--- config.mk ---
export PLATFORM = sky130hd
export DESIGN_NAME = ioxp_top
export DESIGN_NICKNAME = d
export VERILOG_FILES = /design/src/ioxp_pkg.sv /design/src/ioxp_sync.sv /design/src/ioxp_top.sv
export SDC_FILE = /design/constraint.sdc
export NUM_CORES = 1
export LEC_CHECK = 0
export ABC_AREA = 1
export CAP_MARGIN = 10
export CORE_ASPECT_RATIO = 0.7
export CORE_MARGIN = 2
export CORE_UTILIZATION = 42
export CTS_CLUSTER_DIAMETER = 80
export DETAILED_ROUTE_END_ITERATION = 10
export DONT_BUFFER_PORTS = 1
export PLACE_DENSITY = 0.63
export SYNTH_ARGS = -nofsm -noshare
export SYNTH_HDL_FRONTEND = slang
export SYNTH_SLANG_ARGS = --single-unit
--- constraint.sdc ---
create_clock -name sys_clk -period 3.6 [get_ports sys_clk]
set_input_delay 0.72 -clock sys_clk [delete_from_list [all_inputs] [get_ports sys_clk]]
set_output_delay 0.72 -clock sys_clk [all_outputs]
set_load 0.03 [all_outputs]
--- src/ioxp_pkg.sv ---
package ioxp_pkg;
  // ************************************************************
  // bus addressing
  // ************************************************************
  localparam logic [4:0] ADDR_BASE   = 5'h1d;  // upper five bits of 7'h74..7'h77
  localparam logic [2:0] CMD_INPUT0  = 3'h0;
  localparam logic [2:0] CMD_INPUT1  = 3'h1;
  localparam logic [2:0] CMD_OUTPUT0 = 3'h2;
  localparam logic [2:0] CMD_OUTPUT1 = 3'h3;
  localparam logic [2:0] CMD_POLAR0  = 3'h4;
  localparam logic [2:0] CMD_POLAR1  = 3'h5;
  localparam logic [2:0] CMD_CONFIG0 = 3'h6;
  localparam logic [2:0] CMD_CONFIG1 = 3'h7;
  // ************************************************************
  // reset values
  // ************************************************************
  localparam logic [7:0] RST_OUTPUT  = 8'hff;
  localparam logic [7:0] RST_POLAR   = 8'h00;
  localparam logic [7:0] RST_CONFIG  = 8'hff;
  localparam logic [2:0] RST_CMD     = 3'h0;
  // ************************************************************
  // timing
  // ************************************************************
  localparam int CLK_PERIOD_PS         = 8000;
  localparam int ALERT_VALID_DELAY_NS  = 4000;
  localparam int ALERT_VALID_CYCLES    = (ALERT_VALID_DELAY_NS * 1000) / CLK_PERIOD_PS;
  localparam int SYNC_STAGES           = 2;
  // ************************************************************
  // bus engine states
  // ************************************************************
  typedef enum logic [2:0] {
    IOXP_IDLE   = 3'b000,
    IOXP_ADDR   = 3'b001,
    IOXP_ACK    = 3'b010,
    IOXP_WDATA  = 3'b011,
    IOXP_RDATA  = 3'b100,
    IOXP_RACK   = 3'b101,
    IOXP_IGNORE = 3'b110
  } ioxp_state_e;
endpackage

--- src/ioxp_sync.sv ---
`timescale 1ns/10ps
module ioxp_sync #(
  parameter int WIDTH = 1
) (
  // clock and reset
  input  wire logic             sys_clk,
  input  wire logic             srst,
  // data
  input  wire logic [WIDTH-1:0] d_async,
  output logic      [WIDTH-1:0] q_sync
);
  logic [WIDTH-1:0] meta_r;

  always_ff @(posedge sys_clk) begin
    if (srst) begin
      meta_r <= '0;
      q_sync <= '0;
    end else begin
      meta_r <= d_async;
      q_sync <= meta_r;
    end
  end
endmodule

--- src/ioxp_top.sv ---
`timescale 1ns/10ps
module ioxp_top
  import ioxp_pkg::*;
#(
  parameter int PORT_W = 8
) (
  // clock and reset
  input  wire logic              sys_clk,
  input  wire logic              srst,
  input  wire logic              reset_n_pin,
  // bus pins
  input  wire logic              scl_in,
  input  wire logic              sda_in,
  output logic                   sda_oe_n,
  output logic                   sda_out,
  // address select straps
  input  wire logic              addr_select_0,
  input  wire logic              addr_select_1,
  // port 0 pins
  input  wire logic [PORT_W-1:0] p0_in,
  output logic      [PORT_W-1:0] p0_out,
  output logic      [PORT_W-1:0] p0_oe_n,
  // port 1 pins
  input  wire logic [PORT_W-1:0] p1_in,
  output logic      [PORT_W-1:0] p1_out,
  output logic      [PORT_W-1:0] p1_oe_n,
  // alert pin, open drain
  output logic                   alert_out,
  output logic                   alert_oe_n
);
  import ioxp_pkg::*;

  // ************************************************************
  // input synchronisers
  // ************************************************************
  localparam int SW = 2 * PORT_W + 5;
  logic [SW-1:0] sync_q;
  logic          scl_s;
  logic          sda_s;
  logic          rstn_s;
  logic [1:0]    asel_s;
  logic [PORT_W-1:0] p0_s;
  logic [PORT_W-1:0] p1_s;

  ioxp_sync #(.WIDTH(SW)) u_sync (
    .sys_clk (sys_clk),
    .srst    (srst),
    .d_async ({p1_in, p0_in, addr_select_1, addr_select_0, reset_n_pin, sda_in, scl_in}),
    .q_sync  (sync_q)
  );
  assign {p1_s, p0_s, asel_s, rstn_s, sda_s, scl_s} = sync_q;

  logic rst_all;
  assign rst_all = srst | ~rstn_s;

  // ************************************************************
  // bus condition detection
  // ************************************************************
  logic scl_d_r;
  logic sda_d_r;
  always_ff @(posedge sys_clk) begin
    if (srst) begin
      scl_d_r <= 1'b1;
      sda_d_r <= 1'b1;
    end else begin
      scl_d_r <= scl_s;
      sda_d_r <= sda_s;
    end
  end

  logic scl_rise;
  logic scl_fall;
  logic start_det;
  logic stop_det;
  assign scl_rise  = scl_s & ~scl_d_r;
  assign scl_fall  = ~scl_s & scl_d_r;
  assign start_det = scl_s & scl_d_r & sda_d_r & ~sda_s;
  assign stop_det  = scl_s & scl_d_r & ~sda_d_r & sda_s;

  // ************************************************************
  // registers
  // ************************************************************
  logic [PORT_W-1:0] out0_r;
  logic [PORT_W-1:0] out1_r;
  logic [PORT_W-1:0] pol0_r;
  logic [PORT_W-1:0] pol1_r;
  logic [PORT_W-1:0] cfg0_r;
  logic [PORT_W-1:0] cfg1_r;
  logic [PORT_W-1:0] snap0_r;
  logic [PORT_W-1:0] snap1_r;
  logic [2:0]        cmd_r;

  function automatic logic [PORT_W-1:0] reg_read(input logic [2:0] idx,
      input logic [PORT_W-1:0] i0, input logic [PORT_W-1:0] i1);
    case (idx)
      CMD_INPUT0:  reg_read = i0;
      CMD_INPUT1:  reg_read = i1;
      CMD_OUTPUT0: reg_read = out0_r;
      CMD_OUTPUT1: reg_read = out1_r;
      CMD_POLAR0:  reg_read = pol0_r;
      CMD_POLAR1:  reg_read = pol1_r;
      CMD_CONFIG0: reg_read = cfg0_r;
      default:     reg_read = cfg1_r;
    endcase
  endfunction

  logic [PORT_W-1:0] in0_val;
  logic [PORT_W-1:0] in1_val;
  assign in0_val = p0_s ^ pol0_r;
  assign in1_val = p1_s ^ pol1_r;

  // ************************************************************
  // bus engine
  // ************************************************************
  ioxp_state_e st_r;
  logic [7:0]  shift_r;
  logic [3:0]  bitcnt_r;
  logic        rw_r;
  logic        cmd_phase_r;
  logic        addr_hit;
  logic [2:0]  ptr_r;
  logic        write_stb;
  logic        rd_ack_stb;
  logic        rd_port_stb;
  logic [1:0]  rd_port_clr;
  logic        adr_ack_r;

  assign addr_hit = (shift_r[7:3] == ADDR_BASE) && (shift_r[2:1] == asel_s);

  always_ff @(posedge sys_clk) begin
    if (rst_all) begin
      st_r        <= IOXP_IDLE;
      shift_r     <= 8'h00;
      bitcnt_r    <= 4'h0;
      rw_r        <= 1'b0;
      cmd_phase_r <= 1'b0;
      adr_ack_r   <= 1'b0;
      sda_oe_n    <= 1'b1;
    end else if (start_det) begin
      st_r     <= IOXP_ADDR;
      bitcnt_r <= 4'h0;
      sda_oe_n <= 1'b1;
    end else if (stop_det) begin
      st_r     <= IOXP_IDLE;
      sda_oe_n <= 1'b1;
    end else begin
      case (st_r)
        IOXP_ADDR, IOXP_WDATA: begin
          if (scl_rise) begin
            shift_r  <= {shift_r[6:0], sda_s};
            bitcnt_r <= bitcnt_r + 4'h1;
          end else if (scl_fall && bitcnt_r == 4'h8) begin
            if (st_r == IOXP_ADDR && !addr_hit) begin
              st_r <= IOXP_IGNORE;
            end else begin
              if (st_r == IOXP_ADDR) begin
                rw_r        <= shift_r[0];
                cmd_phase_r <= ~shift_r[0];
              end
              st_r     <= IOXP_ACK;
              sda_oe_n <= 1'b0;
              adr_ack_r <= (st_r == IOXP_ADDR);
            end
          end
        end
        IOXP_ACK: begin
          if (scl_fall) begin
            bitcnt_r <= 4'h0;
            if (rw_r) begin
              st_r     <= IOXP_RDATA;
              sda_oe_n <= shift_r[7];
              shift_r  <= {shift_r[6:0], 1'b1};
            end else begin
              st_r     <= IOXP_WDATA;
              sda_oe_n <= 1'b1;
            end
          end else if (scl_rise && rw_r) begin
            shift_r <= reg_read(ptr_r, in0_val, in1_val);
          end
        end
        IOXP_RDATA: begin
          if (scl_fall) begin
            bitcnt_r <= bitcnt_r + 4'h1;
            if (bitcnt_r == 4'h7) begin
              st_r     <= IOXP_RACK;
              sda_oe_n <= 1'b1;
            end else begin
              sda_oe_n <= shift_r[7];
              shift_r  <= {shift_r[6:0], 1'b1};
            end
          end
        end
        IOXP_RACK: begin
          if (scl_rise) begin
            if (sda_s) begin
              st_r <= IOXP_IGNORE;
            end else begin
              shift_r <= reg_read({ptr_r[2:1], ~ptr_r[0]}, in0_val, in1_val);
            end
          end else if (scl_fall) begin
            st_r     <= IOXP_RDATA;
            bitcnt_r <= 4'h0;
            sda_oe_n <= shift_r[7];
            shift_r  <= {shift_r[6:0], 1'b1};
          end
        end
        IOXP_IGNORE: begin
          sda_oe_n <= 1'b1;
        end
        default: begin
          st_r <= IOXP_IDLE;
        end
      endcase
      if (st_r == IOXP_ACK && scl_fall) begin
        adr_ack_r <= 1'b0;
        if (!rw_r && !adr_ack_r) begin
          cmd_phase_r <= 1'b0;
        end
      end
    end
  end

  // write strobe at end of ack of a data byte
  assign write_stb   = (st_r == IOXP_ACK) && scl_fall && !rw_r && !cmd_phase_r && !adr_ack_r;
  // read clear at ack of a read byte, after scl falls on ack or at scl rise on nak
  assign rd_ack_stb  = (st_r == IOXP_RACK) && scl_fall;
  assign rd_port_stb = rd_ack_stb || ((st_r == IOXP_RACK) && scl_rise && sda_s);
  assign rd_port_clr = rd_port_stb ? {ptr_r == CMD_INPUT1, ptr_r == CMD_INPUT0} : 2'b00;

  // ************************************************************
  // command pointer
  // ************************************************************
  always_ff @(posedge sys_clk) begin
    if (rst_all) begin
      ptr_r <= RST_CMD;
      cmd_r <= RST_CMD;
    end else if (st_r == IOXP_ACK && scl_fall && !rw_r && cmd_phase_r && !adr_ack_r) begin
      cmd_r <= shift_r[2:0];
      ptr_r <= shift_r[2:0];
    end else if (start_det && st_r != IOXP_IDLE && st_r != IOXP_IGNORE) begin
      cmd_r <= ptr_r;
    end else if (write_stb || rd_ack_stb) begin
      ptr_r <= {ptr_r[2:1], ~ptr_r[0]};
    end else if (stop_det) begin
      ptr_r <= cmd_r;
    end
  end

  // ************************************************************
  // register writes
  // ************************************************************
  always_ff @(posedge sys_clk) begin
    if (rst_all) begin
      out0_r <= RST_OUTPUT;
      out1_r <= RST_OUTPUT;
      pol0_r <= RST_POLAR;
      pol1_r <= RST_POLAR;
      cfg0_r <= RST_CONFIG;
      cfg1_r <= RST_CONFIG;
    end else if (write_stb) begin
      case (ptr_r)
        CMD_OUTPUT0: out0_r <= shift_r;
        CMD_OUTPUT1: out1_r <= shift_r;
        CMD_POLAR0:  pol0_r <= shift_r;
        CMD_POLAR1:  pol1_r <= shift_r;
        CMD_CONFIG0: cfg0_r <= shift_r;
        CMD_CONFIG1: cfg1_r <= shift_r;
        default: begin
        end
      endcase
    end
  end

  // ************************************************************
  // port pins
  // ************************************************************
  always_ff @(posedge sys_clk) begin
    if (rst_all) begin
      p0_out  <= RST_OUTPUT;
      p1_out  <= RST_OUTPUT;
      p0_oe_n <= {PORT_W{1'b1}};
      p1_oe_n <= {PORT_W{1'b1}};
    end else begin
      p0_out  <= out0_r;
      p1_out  <= out1_r;
      p0_oe_n <= cfg0_r;
      p1_oe_n <= cfg1_r;
    end
  end

  // ************************************************************
  // change alert
  // ************************************************************
  logic [1:0] mism;
  logic       alert_raw;
  logic [15:0] alert_cnt_r;

  // snapshot of raw pins taken at each port read or stop
  always_ff @(posedge sys_clk) begin
    if (rst_all) begin
      snap0_r <= '0;
      snap1_r <= '0;
    end else begin
      if (rd_port_clr[0] || stop_det) begin
        snap0_r <= p0_s;
      end
      if (rd_port_clr[1] || stop_det) begin
        snap1_r <= p1_s;
      end
    end
  end

  // inputs only; restoring the level drops the mismatch
  assign mism[0] = |((p0_s ^ snap0_r) & cfg0_r);
  assign mism[1] = |((p1_s ^ snap1_r) & cfg1_r);
  assign alert_raw = |mism;

  always_ff @(posedge sys_clk) begin
    if (rst_all || !alert_raw) begin
      alert_cnt_r <= 16'h0000;
    end else if (alert_cnt_r < 16'(ALERT_VALID_CYCLES)) begin
      alert_cnt_r <= alert_cnt_r + 16'h0001;
    end
  end

  always_ff @(posedge sys_clk) begin
    if (rst_all) begin
      alert_oe_n <= 1'b1;
    end else begin
      alert_oe_n <= ~(alert_raw && alert_cnt_r >= 16'(ALERT_VALID_CYCLES - 1));
    end
  end

  // both pins only ever pull low
  always_ff @(posedge sys_clk) begin
    alert_out <= 1'b0;
    sda_out   <= 1'b0;
  end
endmodule

Word level (Yosys, flattened, before mapping)
Index checks and enable logic that the tools add are counted.
- $add $sub $neg: 2
- order comparisons: 2
- reductions and logical operators: 57
- equality and inequality tests: 51
- bitwise operators: 27
- multiplexer cells: 59
- operator list (kind ; number):
    8-bit one-hot mux with 7 select lines ; 2
    8-bit 2-to-1 mux ; 9
    3-bit 2-to-1 mux ; 16
    8-bit one-hot mux with 4 select lines ; 1
    8-bit bitwise XOR ; 4
    3-bit == test (second input constant) ; 10
    2-bit != test (second input constant) ; 12
    8-bit AND reduction ; 3
    1-bit 2-to-1 mux ; 23
    4-bit != test (second input constant) ; 5
    3-bit by 2-bit == test with 1-bit output (second input constant) ; 6
    3-bit != test (second input constant) ; 6
    1-bit logical AND ; 17
    16-bit by 1-bit adder with 16-bit output (second input constant) ; 1
    8-bit bitwise AND ; 2
    16-bit by 9-bit >= comparator with 1-bit output (second input constant) ; 1
    16-bit by 9-bit less-than comparator with 1-bit output (second input constant) ; 1
    4-bit 2-to-1 mux ; 4
    4-bit one-hot mux with 4 select lines ; 1
    2-bit AND reduction ; 8
    16-bit OR reduction ; 1
    3-bit one-hot mux with 5 select lines ; 1
    1-bit NOT ; 13
    10-bit AND reduction ; 1
    other kinds (27) ; 50
- input port bits: 23
- bits in registers: 182
- word-level logic and storage cells: 227

Logic depth before layout (Yosys ltp)
- word-level depth: 10
- gate-level depth with buffers: 13

By module
From an unflattened synthesis, not the netlist that was laid out.
- cells, all modules: 1133
- area total of the unflattened synthesis: 8080.2 sq um
- modules (own cells, without submodules) (module ; seq. area each (sq um) ; area each (sq um) ; cells each ; instances):
    ioxp_top ; 2802.7 ; 6867.8 ; 1002 ; 1
    ioxp_sync ; 840.8 ; 1212.4 ; 131 ; 1

Worst setup path after synthesis
OpenSTA, ideal clock, no wires.
- path kind: input-to-reg
- from: in srst
- to: reg alert_cnt_r[2]
- stages on the path: 7
- library setup time: 0.128 ns
- slack: 1.748 ns
- required time: 3.472 ns
- buffers on the path: 2
- data arrival time: 1.724 ns
- cell sequence: buf_2 > inv_1 > nand2_1 > inv_2 > nand2_1 > clkbuf_1 > nor2_1
- longest elaborated chain between the ends: 2
- ends and longest elaborated chain (what ; RTL line ; text):
    from (decl) ; ioxp_top.sv:9 ; input wire logic srst,
    1-bit OR ; ioxp_top.sv:54 ; assign rst_all = srst | ~rstn_s;
    1-bit logical OR ; ioxp_top.sv:319 ; if (rst_all || !alert_raw) begin
    to (signal assigned) ; ioxp_top.sv:322 ; alert_cnt_r <= alert_cnt_r + 16'h0001;
    to (decl) ; ioxp_top.sv:296 ; logic [15:0] alert_cnt_r;
No other way between the ends.
A chain may end at the register's enable or synchronous reset.

Worst setup path in the final report
- from: reg ptr_r[2]
- to: reg snap0_r[7]
- longest elaborated chain between the ends: 3
- ends and longest elaborated chain (what ; RTL line ; text):
    from (decl) ; ioxp_top.sv:121 ; logic [2:0] ptr_r;
    from (signal assigned) ; ioxp_top.sv:239 ; ptr_r <= shift_r[2:0];
    from (signal assigned) ; ioxp_top.sv:243 ; ptr_r <= {ptr_r[2:1], ~ptr_r[0]};
    from (signal assigned) ; ioxp_top.sv:245 ; ptr_r <= cmd_r;
    3-bit zero test ; ioxp_top.sv:228 ; assign rd_port_clr = rd_port_stb ? {ptr_r == CMD_INPUT1, ptr_r == CMD_INPUT0} : 2'b00;
    2-bit 2-to-1 mux ; ioxp_top.sv:228 ;
    1-bit logical OR ; ioxp_top.sv:304 ; if (rd_port_clr[0] || stop_det) begin
    to (signal assigned) ; ioxp_top.sv:305 ; snap0_r <= p0_s;
    to (decl) ; ioxp_top.sv:89 ; logic [PORT_W-1:0] snap0_r;
No other way between the ends.

==> results.py <==
metrics = {
    "floorplan": {
        "initial_core_util": 0.426,
        "ioPinCount": 59,
        "die-area_um2": 20200,
        "die_x_um": 169,
        "core_um2": 18800,
        "core.rowCount": 42,
        "die_h_um": 120,
    },
    "critical_path": {
        "cpPeakStageDelay_ns": 0.70,
        "crit_buf_inv": 3,
        "arrival_ns": 2.83,
        "crit_path_max_fanout": 16,
        "reg2reg_from": "ptr_r[2]",
        "startpoint_type": "flip-flop",
        "startpoint": "ptr_r[2]",
        "crit_path_frequent_cell": "nand2_1",
        "cpMaxStageDelayCell": "dfxtp_1",
        "critPathTopFamily": "simple AND/OR/NAND/NOR gates",
        "end_kind": "flip-flop",
        "crit_chain": "inv_2, nand2_1, inv_1, nand2_1, nand2_1, inv_1, nor2_1, nor2_1",
        "timing_worst_setup_path_type": "flip-flop to flip-flop",
        "cp.required_ns": 3.97,
    },
    "drt": {
        "routed_wl_mm": 21.5,
        "drcViolationCount": 0,
        "ant_nets": 0,
        "drt_iter0_markers": 719,
        "routedWlPerCell_um": 15.7,
        "vias_per_cell": 5.07,
        "drtPass1Iterations": 5,
        "vias": 6924,
    },
    "clock_tree": {
        "cts_buffers": 17,
        "postCtsResizedCells": 0,
        "insertion_delay_ns": 0.44,
        "post_cts_buffers": 0,
        "cts_hold_buffers": 0,
        "cts.sinks": 182,
        "cts-htree-levels": 4,
        "cts_root_buf": "clkbuf_16",
        "cts_buffer_depth": 2,
        "clk_transition_reported_paths_ns": 0.07,
        "cts_tree": "done",
    },
    "worst_hold_path": {
        "hold_class": "input pin to flip-flop",
        "hp-start": "srst",
    },
    "timing": {
        "hold_violations": 0,
        "fin_tns_setup_ns": 0,
        "worstMarginPinSlew_ns": 0.636,
        "fin_crit_ns": 2.46,
        "rsz0062_at_grt": "false",
        "max-slew-margin-rel": 0.576,
        "final-setup-viol-count": 0,
        "finClkSkew_ns": 0.00867,
        "slew_viol_final": 0,
        "fin_crit_sh": 0.683,
        "fmax_mhz": 407,
    },
    "run": {
        "maxCapViolations": 0,
    },
    "cells_and_area": {
        "drive_above_1_share": 0.0623,
        "area_growth_pct": 9.33,
        "fin_nets": 1140,
        "mostFrequentLayoutCells": "197 x nor2_1, 182 x dfxtp_1, 168 x nand2_1, 156 x inv_1, 111 x o21ai_0",
        "instances_no_fill": 1365,
        "layout_commonest_cell": "nor2_1",
        "fill_cells": 1916,
        "antenna_cells": 0,
    },
    "synthesis": {
        "synth_cell_types": 38,
        "ys_ff_latch": 182,
        "syn_area_per_cell_um2": 7.11,
        "synthCells": 1128,
        "syn_area_um2": 8020,
        "seq_area_frac_synth": 0.454,
        "synth_edf_count": 0,
        "yosysWarnings": 0,
        "ys_async_sr_fraction": 0,
        "synthFlopType": "dfxtp_1",
    },
    "placement": {
        "hpwl_mm": 15.7,
        "dp_cells": 1333,
        "place_congestion": 0.948,
        "io_buffers": 0,
    },
    "power": {
        "swShare": 0.230,
        "switchingPower_w": 0.000939,
        "intPower_w": 0.00314,
        "pwr-share-clk": 0.473,
        "p_seq_frac": 0.504,
        "pwr_density_cell_nw_per_um2": 465,
        "ir_drop_mv": 0.312,
        "power.leakage_nw": 3.87,
        "pwr-share-comb": 0.023,
    },
    "status": {
        "status": "completed",
    },
    "grt": {
        "grt_pass1_wl_mm": 34.2,
        "grt-ovfl-total": 0,
        "antenna_found_initial": 0,
        "first_global_vias": 5967,
        "grt_use_total": 0.221,
        "grt_max_degree": 46,
    },
}
[power by group through the flow]
stage	Sequential [W]	Clock, W	Combinational (W)
6_report	0.00206	0.00193	0.0000942
5_1_grt	0.00206	0.00206	0.000110
4_1_cts	0.00205	0.00197	0.0000936
3_5_place_dp	0.00210	0	0.0000933
3_3_place_gp	0.00210	0	0.0000922
2_1_floorplan	0.00209	0	0.0000807
[stage by stage]
stage	setup WS (ns)	hold slack (ns)	total power [W]	area, um2	utilization
finish	1.14	0.345	0.00408	8770	0.466
global route	0.888	0.322	0.00422	8770	0.466
CTS	1.17	0.327	0.00412	8770	0.466
detailed placement	1.19	0.393	0.00219	8160	0.434
global placement	1.24	0.391	0.00219	8160	0.434
floorplan	1.75	0.388	0.00217	8030	-
[cell usage after synthesis (2+ instances only)]
cell	instances	area (um2)
buf_1	2	7.51
nand3_2	3	30.0
nand3b_1	3	22.5
clkbuf_1	18	67.6
inv_1	156	586
nor2_1	197	739
nand3_1	37	185
buf_2	12	60.1
o22ai_1	28	175
nand2_1	168	631
o21ai_1	7	35.0
clkinv_1	2	7.51
o21ai_0	111	556
nand4_1	16	100
dfxtp_1	182	3640
a21oi_1	101	505
nor2_2	5	31.3
or2_2	3	18.8
nand2_2	5	31.3
nor3_1	9	45.0
xnor2_1	10	87.6
buf_4	8	60.1
inv_2	9	33.8
nor2_4	8	90.1
xor2_1	9	78.8
ha_1	7	87.6
[cell type report]
cell class / count / area [um2] / area share
clock buffer: 20 / 447 / 0.0509
sequential: 182 / 3640 / 0.415
tap: 242 / 303 / 0.0345
inverter: 167 / 627 / 0.0715
timing repair buffer: 3 / 35.0 / 0.00399
clock inverter: 12 / 166 / 0.0190
multi-input combinational: 739 / 3550 / 0.405
[logic make-up (layout without fill, tap and decap cells)]
| group | Yosys count | after routing | synth area share |
|---|---|---|---|
| AO/OA/AOI/OAI | 252 | 252 | 0.163 |
| adder cells (fa/ha/maj) | 7 | 7 | 0.0109 |
| XOR/XNOR | 19 | 19 | 0.0207 |
| AND/OR/NAND/NOR | 459 | 459 | 0.247 |
| flip-flops | 182 | 182 | 0.454 |
| buffers and inverters | 208 | 202 | 0.104 |
| other | 1 | 2 | 0.000467 |
[worst paths after layout]
kind                        to  slack [ns]  cells past startpoint
max                 snap0_r[7]        1.14                      8
min           u_sync.meta_r[6]        0.35                      1
max reg2reg         snap0_r[7]        1.14                      8
min reg2reg  u_sync.q_sync[17]        0.40                      2
[layer usage]
| layer | global-route usage | routed length, um |
|---|---|---|
| met5 | 0 | 0 |
| met4 | 0.0625 | 227 |
| met3 | 0.0834 | 2500 |
| met2 | 0.271 | 7740 |
| met1 | 0.345 | 11000 |
[registers in the layout, indices dropped and copies added (netlist names), 3 cells and up]
name and count:
cfg0_r 8, p1_out 8, cmd_r 3, st_r 3
snap0_r 8, cfg1_r 8, alert_cnt_r 16, pol1_r 8
out1_r 8, pol0_r 8, u_sync.q_sync 21, p0_oe_n 8
bitcnt_r 4, out0_r 8, ptr_r 3, u_sync.meta_r 21
p1_oe_n 8, p0_out 8, snap1_r 8, shift_r 8
Note: power is estimated with default switching activity, not from simulation.
